[config.mk]
export PLATFORM = sky130hd
export DESIGN_NAME = feature_regs
export DESIGN_NICKNAME = d
export VERILOG_FILES = /design/src/feature_regs_pkg.sv /design/src/pin_events_if.sv /design/src/pin_sync.sv /design/src/byte_shifter.sv /design/src/feature_regs.sv
export SDC_FILE = /design/constraint.sdc
export NUM_CORES = 1
export LEC_CHECK = 0
export BUFFER_PORTS_ARGS = -buffer_cell sky130_fd_sc_hd__buf_2
export CORE_MARGIN = 4
export CORE_UTILIZATION = 62
export CTS_CLUSTER_DIAMETER = 50
export CTS_CLUSTER_SIZE = 14
export DETAILED_ROUTE_END_ITERATION = 6
export PLACE_DENSITY = 0.85
export SLEW_MARGIN = 0
export SYNTH_ARGS = -nofsm -noshare
export SYNTH_HDL_FRONTEND = slang
export SYNTH_SLANG_ARGS = --single-unit
[constraint.sdc]
create_clock -name clk -period 5.4 [get_ports clk]
set_clock_uncertainty 0.05 [all_clocks]
set_input_delay 1.08 -clock clk [delete_from_list [all_inputs] [get_ports clk]]
set_output_delay 1.08 -clock clk [all_outputs]
set_load 0.05 [all_outputs]
[src/feature_regs_pkg.sv]
// Constants shared by the serial feature register block
package feature_regs_pkg;
  localparam logic [7:0] ADDR_LOCK = 8'ha0;
  localparam logic [7:0] ADDR_CONFIG = 8'hb0;
  localparam logic [7:0] ADDR_STATUS = 8'hc0;
  localparam logic [7:0] OP_SET_FEATURE = 8'h1f;
  localparam logic [7:0] OP_GET_FEATURE = 8'h0f;
  localparam logic [7:0] OP_WRITE_ENABLE = 8'h06;
  localparam logic [7:0] OP_WRITE_DISABLE = 8'h04;
  localparam logic [7:0] OP_PROGRAM_EXEC = 8'h10;
  localparam logic [7:0] OP_PROTECT_EXEC = 8'h2a;
  localparam logic [7:0] OP_BLOCK_ERASE = 8'hd8;
  localparam logic [7:0] OP_RESET = 8'hff;
  localparam logic [7:0] OP_RESET_ALT = 8'hfe;
  localparam int LOCK_FREEZE_BIT = 7;
  localparam int LOCK_RANGE_LSB = 3;
  localparam int LOCK_RANGE_W = 3;
  localparam int CFG_PARAM_ID_BIT = 6;
  localparam int CFG_ECC_BIT = 4;
  localparam int CFG_GUARD_BIT = 2;
  localparam int CFG_FAST_BIT = 1;
  localparam int CFG_HOLD_DIS_BIT = 0;
  localparam int ST_CORR_LSB = 4;
  localparam int ST_WRITE_FAIL_BIT = 3;
  localparam int ST_WIPE_FAIL_BIT = 2;
  localparam int ST_PERMIT_BIT = 1;
  localparam int ST_BUSY_BIT = 0;
  localparam logic [7:0] LOCK_RESET = 8'h38;
  localparam logic [7:0] CONFIG_RESET = 8'h12;
  localparam logic [7:0] LOCK_WMASK = 8'hb8;
  localparam logic [7:0] CONFIG_WMASK = 8'h57;
  localparam logic [1:0] CORR_NONE = 2'h0;
  localparam logic [1:0] CORR_LOW = 2'h1;
  localparam logic [1:0] CORR_UNCORR = 2'h2;
  localparam logic [1:0] CORR_HIGH = 2'h3;
  localparam logic [1:0] ROW_LAST = 2'h2;
  localparam int PIN_W = 4;
  // Pin order {wp_n, cs_n, si, sck}; idle levels after reset
  localparam logic [3:0] PIN_IDLE = 4'hc;
endpackage : feature_regs_pkg

[src/pin_events_if.sv]
// Synchronised serial pin levels and clock edge pulses
`timescale 1ns/10ps
interface pin_events_if;
  logic sck_rise;
  logic sck_fall;
  logic cs_n;
  logic si;
  logic wp_n;
  modport source (output sck_rise, output sck_fall, output cs_n, output si, output wp_n);
  modport sink (input sck_rise, input sck_fall, input cs_n, input si, input wp_n);
endinterface : pin_events_if

[src/pin_sync.sv]
// Two-flop synchronisers for the serial pins and serial clock edge detection
`timescale 1ns/10ps
module pin_sync #(
  parameter int W = feature_regs_pkg::PIN_W
) (
  input wire logic clk,
  input wire logic arst_n,
  input wire logic [W-1:0] pins,
  pin_events_if.source ev
);
  typedef struct packed {
    logic [W-1:0] s1;
    logic [W-1:0] s2;
    logic [W-1:0] s3;
  } sync_t;
  sync_t st;
  sync_t next_st;

  always_comb
  begin
    next_st.s1 = pins;
    next_st.s2 = st.s1;
    next_st.s3 = st.s2;
  end

  always_ff @(posedge clk or negedge arst_n)
  begin
    if (!arst_n)
    begin
      st <= {3{feature_regs_pkg::PIN_IDLE[W-1:0]}};
    end
    else
    begin
      st <= next_st;
    end
  end

  // Edges come from the second and third stages only, never the first
  assign ev.sck_rise = st.s2[0] & ~st.s3[0];
  assign ev.sck_fall = ~st.s2[0] & st.s3[0];
  assign ev.si = st.s2[1];
  assign ev.cs_n = st.s2[2];
  assign ev.wp_n = st.s2[3];
endmodule : pin_sync

[src/byte_shifter.sv]
// Serial byte shifter: input on clock rise, output on clock fall
`timescale 1ns/10ps
module byte_shifter (
  input wire logic clk,
  input wire logic arst_n,
  pin_events_if.sink ev,
  input wire logic [7:0] tx_byte,
  input wire logic tx_en,
  output logic byte_done,
  output logic [7:0] rx_byte,
  output logic so,
  output logic so_oe
);
  typedef struct packed {
    logic [2:0] cnt;
    logic [7:0] rx;
    logic [7:0] tx;
    logic done;
    logic [7:0] held;
    logic so;
    logic oe;
  } shift_t;
  shift_t st;
  shift_t next_st;

  always_comb
  begin
    next_st = st;
    next_st.done = 1'b0;
    next_st.oe = tx_en & ~ev.cs_n;
    if (ev.cs_n)
    begin
      next_st.cnt = 3'h0;
    end
    else if (ev.sck_rise)
    begin
      next_st.rx = {st.rx[6:0], ev.si};
      next_st.cnt = st.cnt + 3'h1;
      if (st.cnt == 3'h7)
      begin
        next_st.done = 1'b1;
        next_st.held = {st.rx[6:0], ev.si};
      end
    end
    else if (ev.sck_fall)
    begin
      // A fresh byte is taken at each byte boundary so live bits stay current
      if (st.cnt == 3'h0)
      begin
        next_st.so = tx_byte[7];
        next_st.tx = {tx_byte[6:0], 1'b0};
      end
      else
      begin
        next_st.so = st.tx[7];
        next_st.tx = {st.tx[6:0], 1'b0};
      end
    end
  end

  always_ff @(posedge clk or negedge arst_n)
  begin
    if (!arst_n)
    begin
      st <= '0;
    end
    else
    begin
      st <= next_st;
    end
  end

  assign byte_done = st.done;
  assign rx_byte = st.held;
  assign so = st.so;
  assign so_oe = st.oe;
endmodule : byte_shifter

[src/feature_regs.sv]
// Lock, configuration and status feature bytes behind the serial command port
`timescale 1ns/10ps
module feature_regs (
  input wire logic clk,
  input wire logic arst_n,
  input wire logic sck,
  input wire logic cs_n,
  input wire logic si,
  input wire logic wp_n,
  output logic so,
  output logic so_oe,
  input wire logic core_busy,
  input wire logic write_fail_event,
  input wire logic wipe_fail_event,
  input wire logic read_done,
  input wire logic read_uncorrectable,
  input wire logic [3:0] read_flip_count,
  input wire logic [3:0] flip_threshold,
  output logic lock_freeze,
  output logic [2:0] lock_range,
  output logic param_id_read_mode,
  output logic ecc_enable,
  output logic permanent_guard_enable,
  output logic fast_page_read_enable,
  output logic hold_disable,
  output logic modify_permit_latch,
  output logic program_go,
  output logic protect_go,
  output logic erase_go,
  output logic abort_go,
  output logic [23:0] row_addr
);
  typedef enum logic [2:0] {PH_CMD, PH_ADDR, PH_DATA, PH_OUT, PH_ROW, PH_SKIP} phase_t;
  typedef struct packed {
    phase_t phase;
    logic [7:0] opcode;
    logic [7:0] addr;
    logic [7:0] lock;
    logic [7:0] cfg;
    logic permit;
    logic write_fail;
    logic wipe_fail;
    logic [1:0] corr;
    logic [1:0] row_cnt;
    logic [23:0] row;
    logic program_go;
    logic protect_go;
    logic erase_go;
    logic abort_go;
  } regs_t;

  regs_t st;
  regs_t next_st;
  logic byte_done;
  logic [7:0] rx_byte;
  logic [7:0] tx_byte;
  logic [7:0] status_byte;
  logic frozen;
  logic cmd_byte;
  logic data_byte;

  pin_events_if ev ();

  pin_sync #(
    .W(feature_regs_pkg::PIN_W)
  ) u_sync (
    .clk(clk),
    .arst_n(arst_n),
    .pins({wp_n, cs_n, si, sck}),
    .ev(ev.source)
  );

  byte_shifter u_shift (
    .clk(clk),
    .arst_n(arst_n),
    .ev(ev.sink),
    .tx_byte(tx_byte),
    .tx_en(st.phase == PH_OUT),
    .byte_done(byte_done),
    .rx_byte(rx_byte),
    .so(so),
    .so_oe(so_oe)
  );

  assign cmd_byte = byte_done && !ev.cs_n && st.phase == PH_CMD;
  assign data_byte = byte_done && !ev.cs_n && st.phase == PH_DATA;
  assign frozen = !ev.wp_n && st.lock[feature_regs_pkg::LOCK_FREEZE_BIT];

  // Busy and fail bits are sampled whenever a byte goes out, so they stay live
  always_comb
  begin
    status_byte = '0;
    status_byte[feature_regs_pkg::ST_CORR_LSB +: 2] = st.corr;
    status_byte[feature_regs_pkg::ST_WRITE_FAIL_BIT] = st.write_fail;
    status_byte[feature_regs_pkg::ST_WIPE_FAIL_BIT] = st.wipe_fail;
    status_byte[feature_regs_pkg::ST_PERMIT_BIT] = st.permit;
    status_byte[feature_regs_pkg::ST_BUSY_BIT] = core_busy;
  end

  always_comb
  begin
    case (st.addr)
      feature_regs_pkg::ADDR_LOCK: tx_byte = st.lock;
      feature_regs_pkg::ADDR_CONFIG: tx_byte = st.cfg;
      feature_regs_pkg::ADDR_STATUS: tx_byte = status_byte;
      default: tx_byte = 8'h00;
    endcase
  end

  always_comb
  begin
    next_st = st;
    next_st.program_go = 1'b0;
    next_st.protect_go = 1'b0;
    next_st.erase_go = 1'b0;
    next_st.abort_go = 1'b0;
    if (ev.cs_n)
    begin
      next_st.phase = PH_CMD;
    end
    else if (byte_done)
    begin
      case (st.phase)
        PH_CMD:
        begin
          next_st.opcode = rx_byte;
          next_st.phase = PH_SKIP;
          next_st.row_cnt = 2'h0;
          case (rx_byte)
            feature_regs_pkg::OP_SET_FEATURE, feature_regs_pkg::OP_GET_FEATURE:
            begin
              next_st.phase = PH_ADDR;
            end
            feature_regs_pkg::OP_WRITE_ENABLE:
            begin
              next_st.permit = 1'b1;
            end
            feature_regs_pkg::OP_WRITE_DISABLE:
            begin
              next_st.permit = 1'b0;
            end
            feature_regs_pkg::OP_PROGRAM_EXEC, feature_regs_pkg::OP_BLOCK_ERASE:
            begin
              if (st.permit)
              begin
                next_st.phase = PH_ROW;
              end
            end
            feature_regs_pkg::OP_PROTECT_EXEC:
            begin
              if (st.permit && st.cfg[feature_regs_pkg::CFG_GUARD_BIT])
              begin
                next_st.phase = PH_ROW;
              end
            end
            feature_regs_pkg::OP_RESET, feature_regs_pkg::OP_RESET_ALT:
            begin
              // Aborts the core and clears the fail flags; stored settings are kept
              next_st.abort_go = 1'b1;
            end
            default:
            begin
              next_st.phase = PH_SKIP;
            end
          endcase
          // A feature read does not count as a new operation for the fail flags
          if (rx_byte != feature_regs_pkg::OP_GET_FEATURE
              && (next_st.phase != PH_SKIP || next_st.abort_go
              || rx_byte == feature_regs_pkg::OP_WRITE_ENABLE
              || rx_byte == feature_regs_pkg::OP_WRITE_DISABLE))
          begin
            next_st.write_fail = 1'b0;
            next_st.wipe_fail = 1'b0;
          end
        end
        PH_ADDR:
        begin
          next_st.addr = rx_byte;
          if (st.opcode == feature_regs_pkg::OP_GET_FEATURE)
          begin
            next_st.phase = PH_OUT;
          end
          else
          begin
            next_st.phase = PH_DATA;
          end
        end
        PH_DATA:
        begin
          next_st.phase = PH_SKIP;
          case (st.addr)
            feature_regs_pkg::ADDR_LOCK:
            begin
              if (!frozen)
              begin
                next_st.lock = (st.lock & ~feature_regs_pkg::LOCK_WMASK)
                  | (rx_byte & feature_regs_pkg::LOCK_WMASK);
              end
            end
            feature_regs_pkg::ADDR_CONFIG:
            begin
              next_st.cfg = (st.cfg & ~feature_regs_pkg::CONFIG_WMASK)
                | (rx_byte & feature_regs_pkg::CONFIG_WMASK);
            end
            default:
            begin
              // Status is read-only here, including the permit latch
              next_st.phase = PH_SKIP;
            end
          endcase
        end
        PH_ROW:
        begin
          next_st.row = {st.row[15:0], rx_byte};
          next_st.row_cnt = st.row_cnt + 2'h1;
          if (st.row_cnt == feature_regs_pkg::ROW_LAST)
          begin
            next_st.phase = PH_SKIP;
            next_st.program_go = st.opcode == feature_regs_pkg::OP_PROGRAM_EXEC;
            next_st.erase_go = st.opcode == feature_regs_pkg::OP_BLOCK_ERASE;
            next_st.protect_go = st.opcode == feature_regs_pkg::OP_PROTECT_EXEC;
          end
        end
        PH_OUT:
        begin
          next_st.phase = PH_OUT;
        end
        default:
        begin
          next_st.phase = PH_SKIP;
        end
      endcase
    end
    // Core events come after the command clear, so a coinciding failure is kept
    if (write_fail_event)
    begin
      next_st.write_fail = 1'b1;
    end
    if (wipe_fail_event)
    begin
      next_st.wipe_fail = 1'b1;
    end
    if (read_done && st.cfg[feature_regs_pkg::CFG_ECC_BIT])
    begin
      if (read_uncorrectable)
      begin
        next_st.corr = feature_regs_pkg::CORR_UNCORR;
      end
      else if (read_flip_count == 4'h0)
      begin
        next_st.corr = feature_regs_pkg::CORR_NONE;
      end
      else if (read_flip_count < flip_threshold)
      begin
        next_st.corr = feature_regs_pkg::CORR_LOW;
      end
      else
      begin
        next_st.corr = feature_regs_pkg::CORR_HIGH;
      end
    end
  end

  always_ff @(posedge clk or negedge arst_n)
  begin
    if (!arst_n)
    begin
      st <= '0;
      st.phase <= PH_CMD;
      st.lock <= feature_regs_pkg::LOCK_RESET;
      st.cfg <= feature_regs_pkg::CONFIG_RESET;
    end
    else
    begin
      st <= next_st;
    end
  end

  assign lock_freeze = st.lock[feature_regs_pkg::LOCK_FREEZE_BIT];
  assign lock_range = st.lock[feature_regs_pkg::LOCK_RANGE_LSB +: 3];
  assign param_id_read_mode = st.cfg[feature_regs_pkg::CFG_PARAM_ID_BIT];
  assign ecc_enable = st.cfg[feature_regs_pkg::CFG_ECC_BIT];
  assign permanent_guard_enable = st.cfg[feature_regs_pkg::CFG_GUARD_BIT];
  assign fast_page_read_enable = st.cfg[feature_regs_pkg::CFG_FAST_BIT];
  assign hold_disable = st.cfg[feature_regs_pkg::CFG_HOLD_DIS_BIT];
  assign modify_permit_latch = st.permit;
  assign program_go = st.program_go;
  assign protect_go = st.protect_go;
  assign erase_go = st.erase_go;
  assign abort_go = st.abort_go;
  assign row_addr = st.row;
endmodule : feature_regs

==> flow_summary.html <==
<table>
<tr><th>Metric</th><th>Value</th></tr>
<tr><th colspan="2">STA</th></tr>
<tr><td>Worst slew margin relative to its limit</td><td>between 50% and 60%</td></tr>
<tr><td>Slew of the pin with the lowest slew margin</td><td>about 0.70 ns</td></tr>
<tr><td>Setup TNS</td><td>0 ns</td></tr>
<tr><td>Setup Viol. Count Final</td><td>0</td></tr>
<tr><td>Post-layout min period</td><td>between 2 and 2.5 ns</td></tr>
<tr><td>Max-slew violation count</td><td>0</td></tr>
<tr><td>Timing-limited maximum frequency</td><td>between 0.4 and 0.5 GHz</td></tr>
<tr><td>Setup repair after global routing missed its margin</td><td>false</td></tr>
<tr><td>Final clock period utilization by the worst path</td><td>a little over two fifths</td></tr>
<tr><td>Smallest hold slack</td><td>between 0.3 and 0.4 ns</td></tr>
<tr><td>Final hold vios</td><td>0</td></tr>
<tr><th colspan="2">GRT</th></tr>
<tr><td>Number of global-route vias before repair</td><td>~3,000</td></tr>
<tr><td>Total gr overflow</td><td>0</td></tr>
<tr><td>Largest net degree at the start of global routing</td><td>just under 60</td></tr>
<tr><td>Number of antenna violations at the first check in global routing</td><td>0</td></tr>
<tr><td>First-pass GRT wire length</td><td>around 14,000 µm</td></tr>
<tr><td>Overall global routing resource usage</td><td>~20%</td></tr>
<tr><th colspan="2">Finish</th></tr>
<tr><td>Final antenna diode count</td><td>0</td></tr>
<tr><td>Highest-count cells in the layout ignoring fill and taps</td><td>sky130_fd_sc_hd__dfrtp_1 (91), sky130_fd_sc_hd__mux2_2 (65), sky130_fd_sc_hd__buf_2 (57), sky130_fd_sc_hd__nand2_1 (28), sky130_fd_sc_hd__nor2_1 (19)</td></tr>
<tr><td>Final #Nets</td><td>roughly 430</td></tr>
<tr><td>Signed area change from the synthesized netlist to the final layout</td><td>7.34%</td></tr>
<tr><td>Proportion of layout cells with a drive suffix above 1</td><td>about two fifths</td></tr>
<tr><td>Most common library cell in the layout ignoring fill and taps</td><td>sky130_fd_sc_hd__dfrtp_1</td></tr>
<tr><th colspan="2">Die</th></tr>
<tr><td>Starting density of the core</td><td>between 60% and 70%</td></tr>
<tr><td>DIE WIDTH</td><td>roughly 93 µm</td></tr>
<tr><td>Top-Level Pins</td><td>approximately 60</td></tr>
<tr><td>Die Y</td><td>roughly 93 µm</td></tr>
<tr><td>Number of cell rows</td><td>30</td></tr>
<tr><td>Std-Cell Core Area</td><td>6940 µm²</td></tr>
<tr><td>Floorplan die area</td><td>about 9000 µm²</td></tr>
<tr><th colspan="2">Critical path</th></tr>
<tr><td>Endpoint type of the worst setup path</td><td>output port</td></tr>
<tr><td>End of the worst register-to-register path</td><td>lock_freeze</td></tr>
<tr><td>Reg-to-reg setup timing slack</td><td>3.30 ns</td></tr>
<tr><td>Maximum net fanout on the critical path</td><td>5</td></tr>
<tr><td>Depth of the critical timing path with buffers and inverters included</td><td>1</td></tr>
<tr><td>Worst path arrival time</td><td>~1.2 ns</td></tr>
<tr><td>Cell breakdown of the critical path</td><td>buf_2</td></tr>
<tr><td>Delay of the slowest cell on the worst path</td><td>between 0.5 and 0.6 ns</td></tr>
<tr><td>Critical-path top delay cell</td><td>sky130_fd_sc_hd__dfstp_2</td></tr>
<tr><td>Setup CP Type</td><td>reg -&gt; out</td></tr>
<tr><td>Startpoint Class</td><td>flop</td></tr>
<tr><td>Startpoint of the worst-slack reg-to-reg timing path</td><td>st[56]</td></tr>
<tr><td>Kind of cell adding the most delay to the critical path</td><td>flip-flops</td></tr>
<tr><td>Worst Path Required</td><td>between 4 and 5 ns</td></tr>
<tr><td>Number of buffer and inverter stages on the critical path</td><td>1</td></tr>
<tr><td>FF-to-FF path depth</td><td>4</td></tr>
<tr><th colspan="2">Power and ir drop</th></tr>
<tr><td>Cell Int Power</td><td>just under 0.001 W</td></tr>
<tr><td>Areal power density over the cells</td><td>around 270 nW/µm²</td></tr>
<tr><td>Overall power after layout</td><td>between 0.001 and 0.0015 W</td></tr>
<tr><td>Proportion of power drawn by combinational gates</td><td>5.8%</td></tr>
<tr><td>Peak ir drop on the vdd network</td><td>between 100 and 150 µV</td></tr>
<tr><td>Cell leakage power</td><td>~2.4 nW</td></tr>
<tr><td>Switching power of the nets</td><td>approximately 0.00033 W</td></tr>
<tr><td>Net switching share of the total power</td><td>between 20% and 30%</td></tr>
<tr><td>Portion of total power attributed to the clock network</td><td>around a third</td></tr>
<tr><td>Share of total power in sequential cells</td><td>between 60% and 70%</td></tr>
<tr><th colspan="2">Placement</th></tr>
<tr><td>Global placer's final weighted congestion</td><td>between 0.8 and 0.9</td></tr>
<tr><td>Post-DP HPWL</td><td>roughly 5800 µm</td></tr>
<tr><td>Port-buffer cells</td><td>58</td></tr>
<tr><th colspan="2">Drt</th></tr>
<tr><td>DR pass1 iterations</td><td>4</td></tr>
<tr><td>Detailed-routed wire length on met2</td><td>roughly 4000 µm</td></tr>
<tr><td>Met1 Wirelength</td><td>about 3700 µm</td></tr>
<tr><td>Total met3 wirelength after detailed routing</td><td>about 350 µm</td></tr>
<tr><td>Post-route ant nets</td><td>0</td></tr>
<tr><td>Residual DRC</td><td>0</td></tr>
<tr><td>Final routed wirelength across all metal layers</td><td>about 8200 µm</td></tr>
<tr><td>Highest metal layer with signal wires</td><td>met4</td></tr>
<tr><td>Detail-routed net length per standard cell</td><td>between 15 and 20 µm</td></tr>
<tr><td>Total number of vias</td><td>2,821</td></tr>
<tr><td>Number of design-rule violations left by the first detailed-router iteration</td><td>roughly 130</td></tr>
<tr><td>Vias/cell</td><td>5.63</td></tr>
<tr><th colspan="2">Synth</th></tr>
<tr><td>Number of nets produced by synthesis</td><td>398</td></tr>
<tr><td>Area of the mapped netlist</td><td>around 4500 µm²</td></tr>
<tr><td>Synth Register Bits</td><td>100</td></tr>
<tr><td>Share of synthesized registers carrying an async set or reset</td><td>100%</td></tr>
<tr><td>Post-synth cell types</td><td>52</td></tr>
<tr><td>Most common flop cell mapped by yosys</td><td>sky130_fd_sc_hd__dfrtp_1</td></tr>
<tr><td>EDFF count, synth</td><td>0</td></tr>
<tr><td>Post-synthesis sequential area ratio</td><td>55.5%</td></tr>
<tr><td>Syn_area_per_cell</td><td>between 10 and 15 µm²</td></tr>
<tr><td>Yosys warning count</td><td>0</td></tr>
<tr><td>Number of instances in the synthesized netlist</td><td>approximately 370</td></tr>
<tr><th colspan="2">Run status</th></tr>
<tr><td>Outcome</td><td>finished, final reports clean</td></tr>
<tr><th colspan="2">Worst hold path</th></tr>
<tr><td>Worst-case hold path end point</td><td>u_sync.ev.si</td></tr>
<tr><td>Hold crit path type</td><td>reg -&gt; reg</td></tr>
<tr><td>Instance count along the most critical hold path</td><td>0</td></tr>
<tr><td>Hold path start</td><td>u_sync.next_st[5]</td></tr>
<tr><th colspan="2">Clock tree</th></tr>
<tr><td>Clock-pin slew on the worst setup and hold paths</td><td>~0.1 ns</td></tr>
<tr><td>Hold-fix buffer count after cts</td><td>0</td></tr>
<tr><td>Later-pin clock latency in the skew report</td><td>0.37 ns</td></tr>
<tr><td>Inserted Clock Buffers</td><td>9</td></tr>
<tr><td>H-Tree Depth</td><td>3</td></tr>
<tr><td>TritonCTS clock tree</td><td>yes</td></tr>
<tr><td>CTS Root Buffer Type</td><td>sky130_fd_sc_hd__clkbuf_8</td></tr>
<tr><td>Max clock buf depth</td><td>2</td></tr>
<tr><td>Number of clock sinks</td><td>100</td></tr>
<tr><td>Post-CTS Setup Inserts</td><td>0</td></tr>
<tr><td>Post-cts resize count</td><td>0</td></tr>
<tr><th colspan="2">Run</th></tr>
<tr><td>Max Cap Viol</td><td>0</td></tr>
</table>
==> cells in the mapped netlist, types with 3 or more instances <==
master | instances | area share, %
sky130_fd_sc_hd__and2_1 | 3 | 0.41
sky130_fd_sc_hd__nor3b_1 | 4 | 0.66
sky130_fd_sc_hd__inv_1 | 8 | 0.66
sky130_fd_sc_hd__nor2_1 | 19 | 1.6
sky130_fd_sc_hd__o31ai_1 | 3 | 0.50
sky130_fd_sc_hd__dfstp_2 | 9 | 5.2
sky130_fd_sc_hd__o21ai_0 | 14 | 1.5
sky130_fd_sc_hd__nor2b_1 | 6 | 0.83
sky130_fd_sc_hd__a31oi_1 | 3 | 0.41
sky130_fd_sc_hd__buf_4 | 27 | 4.5
sky130_fd_sc_hd__nand3_1 | 5 | 0.55
sky130_fd_sc_hd__o22ai_1 | 3 | 0.41
sky130_fd_sc_hd__ha_1 | 7 | 1.9
sky130_fd_sc_hd__clkbuf_1 | 9 | 0.75
sky130_fd_sc_hd__nor4_1 | 5 | 0.69
sky130_fd_sc_hd__dfrtp_1 | 91 | 50
sky130_fd_sc_hd__nand2_1 | 28 | 2.3
sky130_fd_sc_hd__buf_2 | 7 | 0.77
sky130_fd_sc_hd__nor3_1 | 6 | 0.66
sky130_fd_sc_hd__nand2b_1 | 3 | 0.41
sky130_fd_sc_hd__nand4_1 | 4 | 0.55
sky130_fd_sc_hd__mux2_2 | 65 | 16
sky130_fd_sc_hd__a21oi_1 | 6 | 0.66
sky130_fd_sc_hd__mux2i_1 | 3 | 0.66
==> registers in the layout, summed over array words and instances (netlist names), 3 cells and up <==
register	flops
u_shift.st	17
u_shift.rx_byte	8
st	25
u_sync.next_st	5
row_addr	24
lock_range	3
==> power groups by stage <==
stage | combinational, W | clock, W | sequential (W)
floorplan | 0.0000429 | 0 | 0.000818
detailed placement | 0.0000781 | 0 | 0.000820
global placement | 0.0000745 | 0 | 0.000819
global route | 0.0000887 | 0.000480 | 0.000812
CTS | 0.0000786 | 0.000449 | 0.000806
finish | 0.0000762 | 0.000439 | 0.000806
==> worst max path at each step <==
stage | startpoint | to
after floorplan | flip_threshold[1] | st[31]
after global placement | arst_n | u_sync.next_st[4]
after detailed placement | arst_n | u_sync.next_st[0]
after CTS | ecc_enable | ecc_enable
after global routing | ecc_enable | ecc_enable
final | ecc_enable | ecc_enable
==> layer usage <==
layer  global-route usage (%)  up-vias
met5                        0        -
met1                     27.2     1417
met4                     6.96        0
li1                         -     1337
met3                     4.91        9
met2                     33.4       58
==> cells by family (layout without fill, tap and decap cells) <==
logic type | count (synthesis) | count (layout) | share of synthesized area, %
AO/OA/AOI/OAI | 44 | 44 | 6.30
XOR/XNOR | 1 | 1 | 0.193
adder cells (fa/ha/maj) | 7 | 7 | 1.93
buffers and inverters | 53 | 86 | 6.98
flip-flops | 100 | 100 | 55.5
multiplexers | 68 | 68 | 16.8
AND/OR/NAND/NOR | 99 | 99 | 12.3
==> per-stage QoR <==
stage               util [%]  worst slack (ns)  cell area [µm²]  std cells
CTS                     70.1              3.06             4860        501
global route            70.1              3.03             4860        501
detailed placement      67.5              3.10             4680        485
finish                  70.1              3.06             4860        501
global placement        67.5              3.13             4680        485
floorplan                  -              3.37             4530        372
==> cell type report <==
class,count,area (µm²)
inverter,9,33.8
timing repair buffer,61,315
tap,96,120
multi-input combinational,219,1700
fill,480,2080
clock buffer,9,124
clock inverter,7,56.3
sequential,100,2510
No activity file was read; power rests on OpenSTA's default activity.
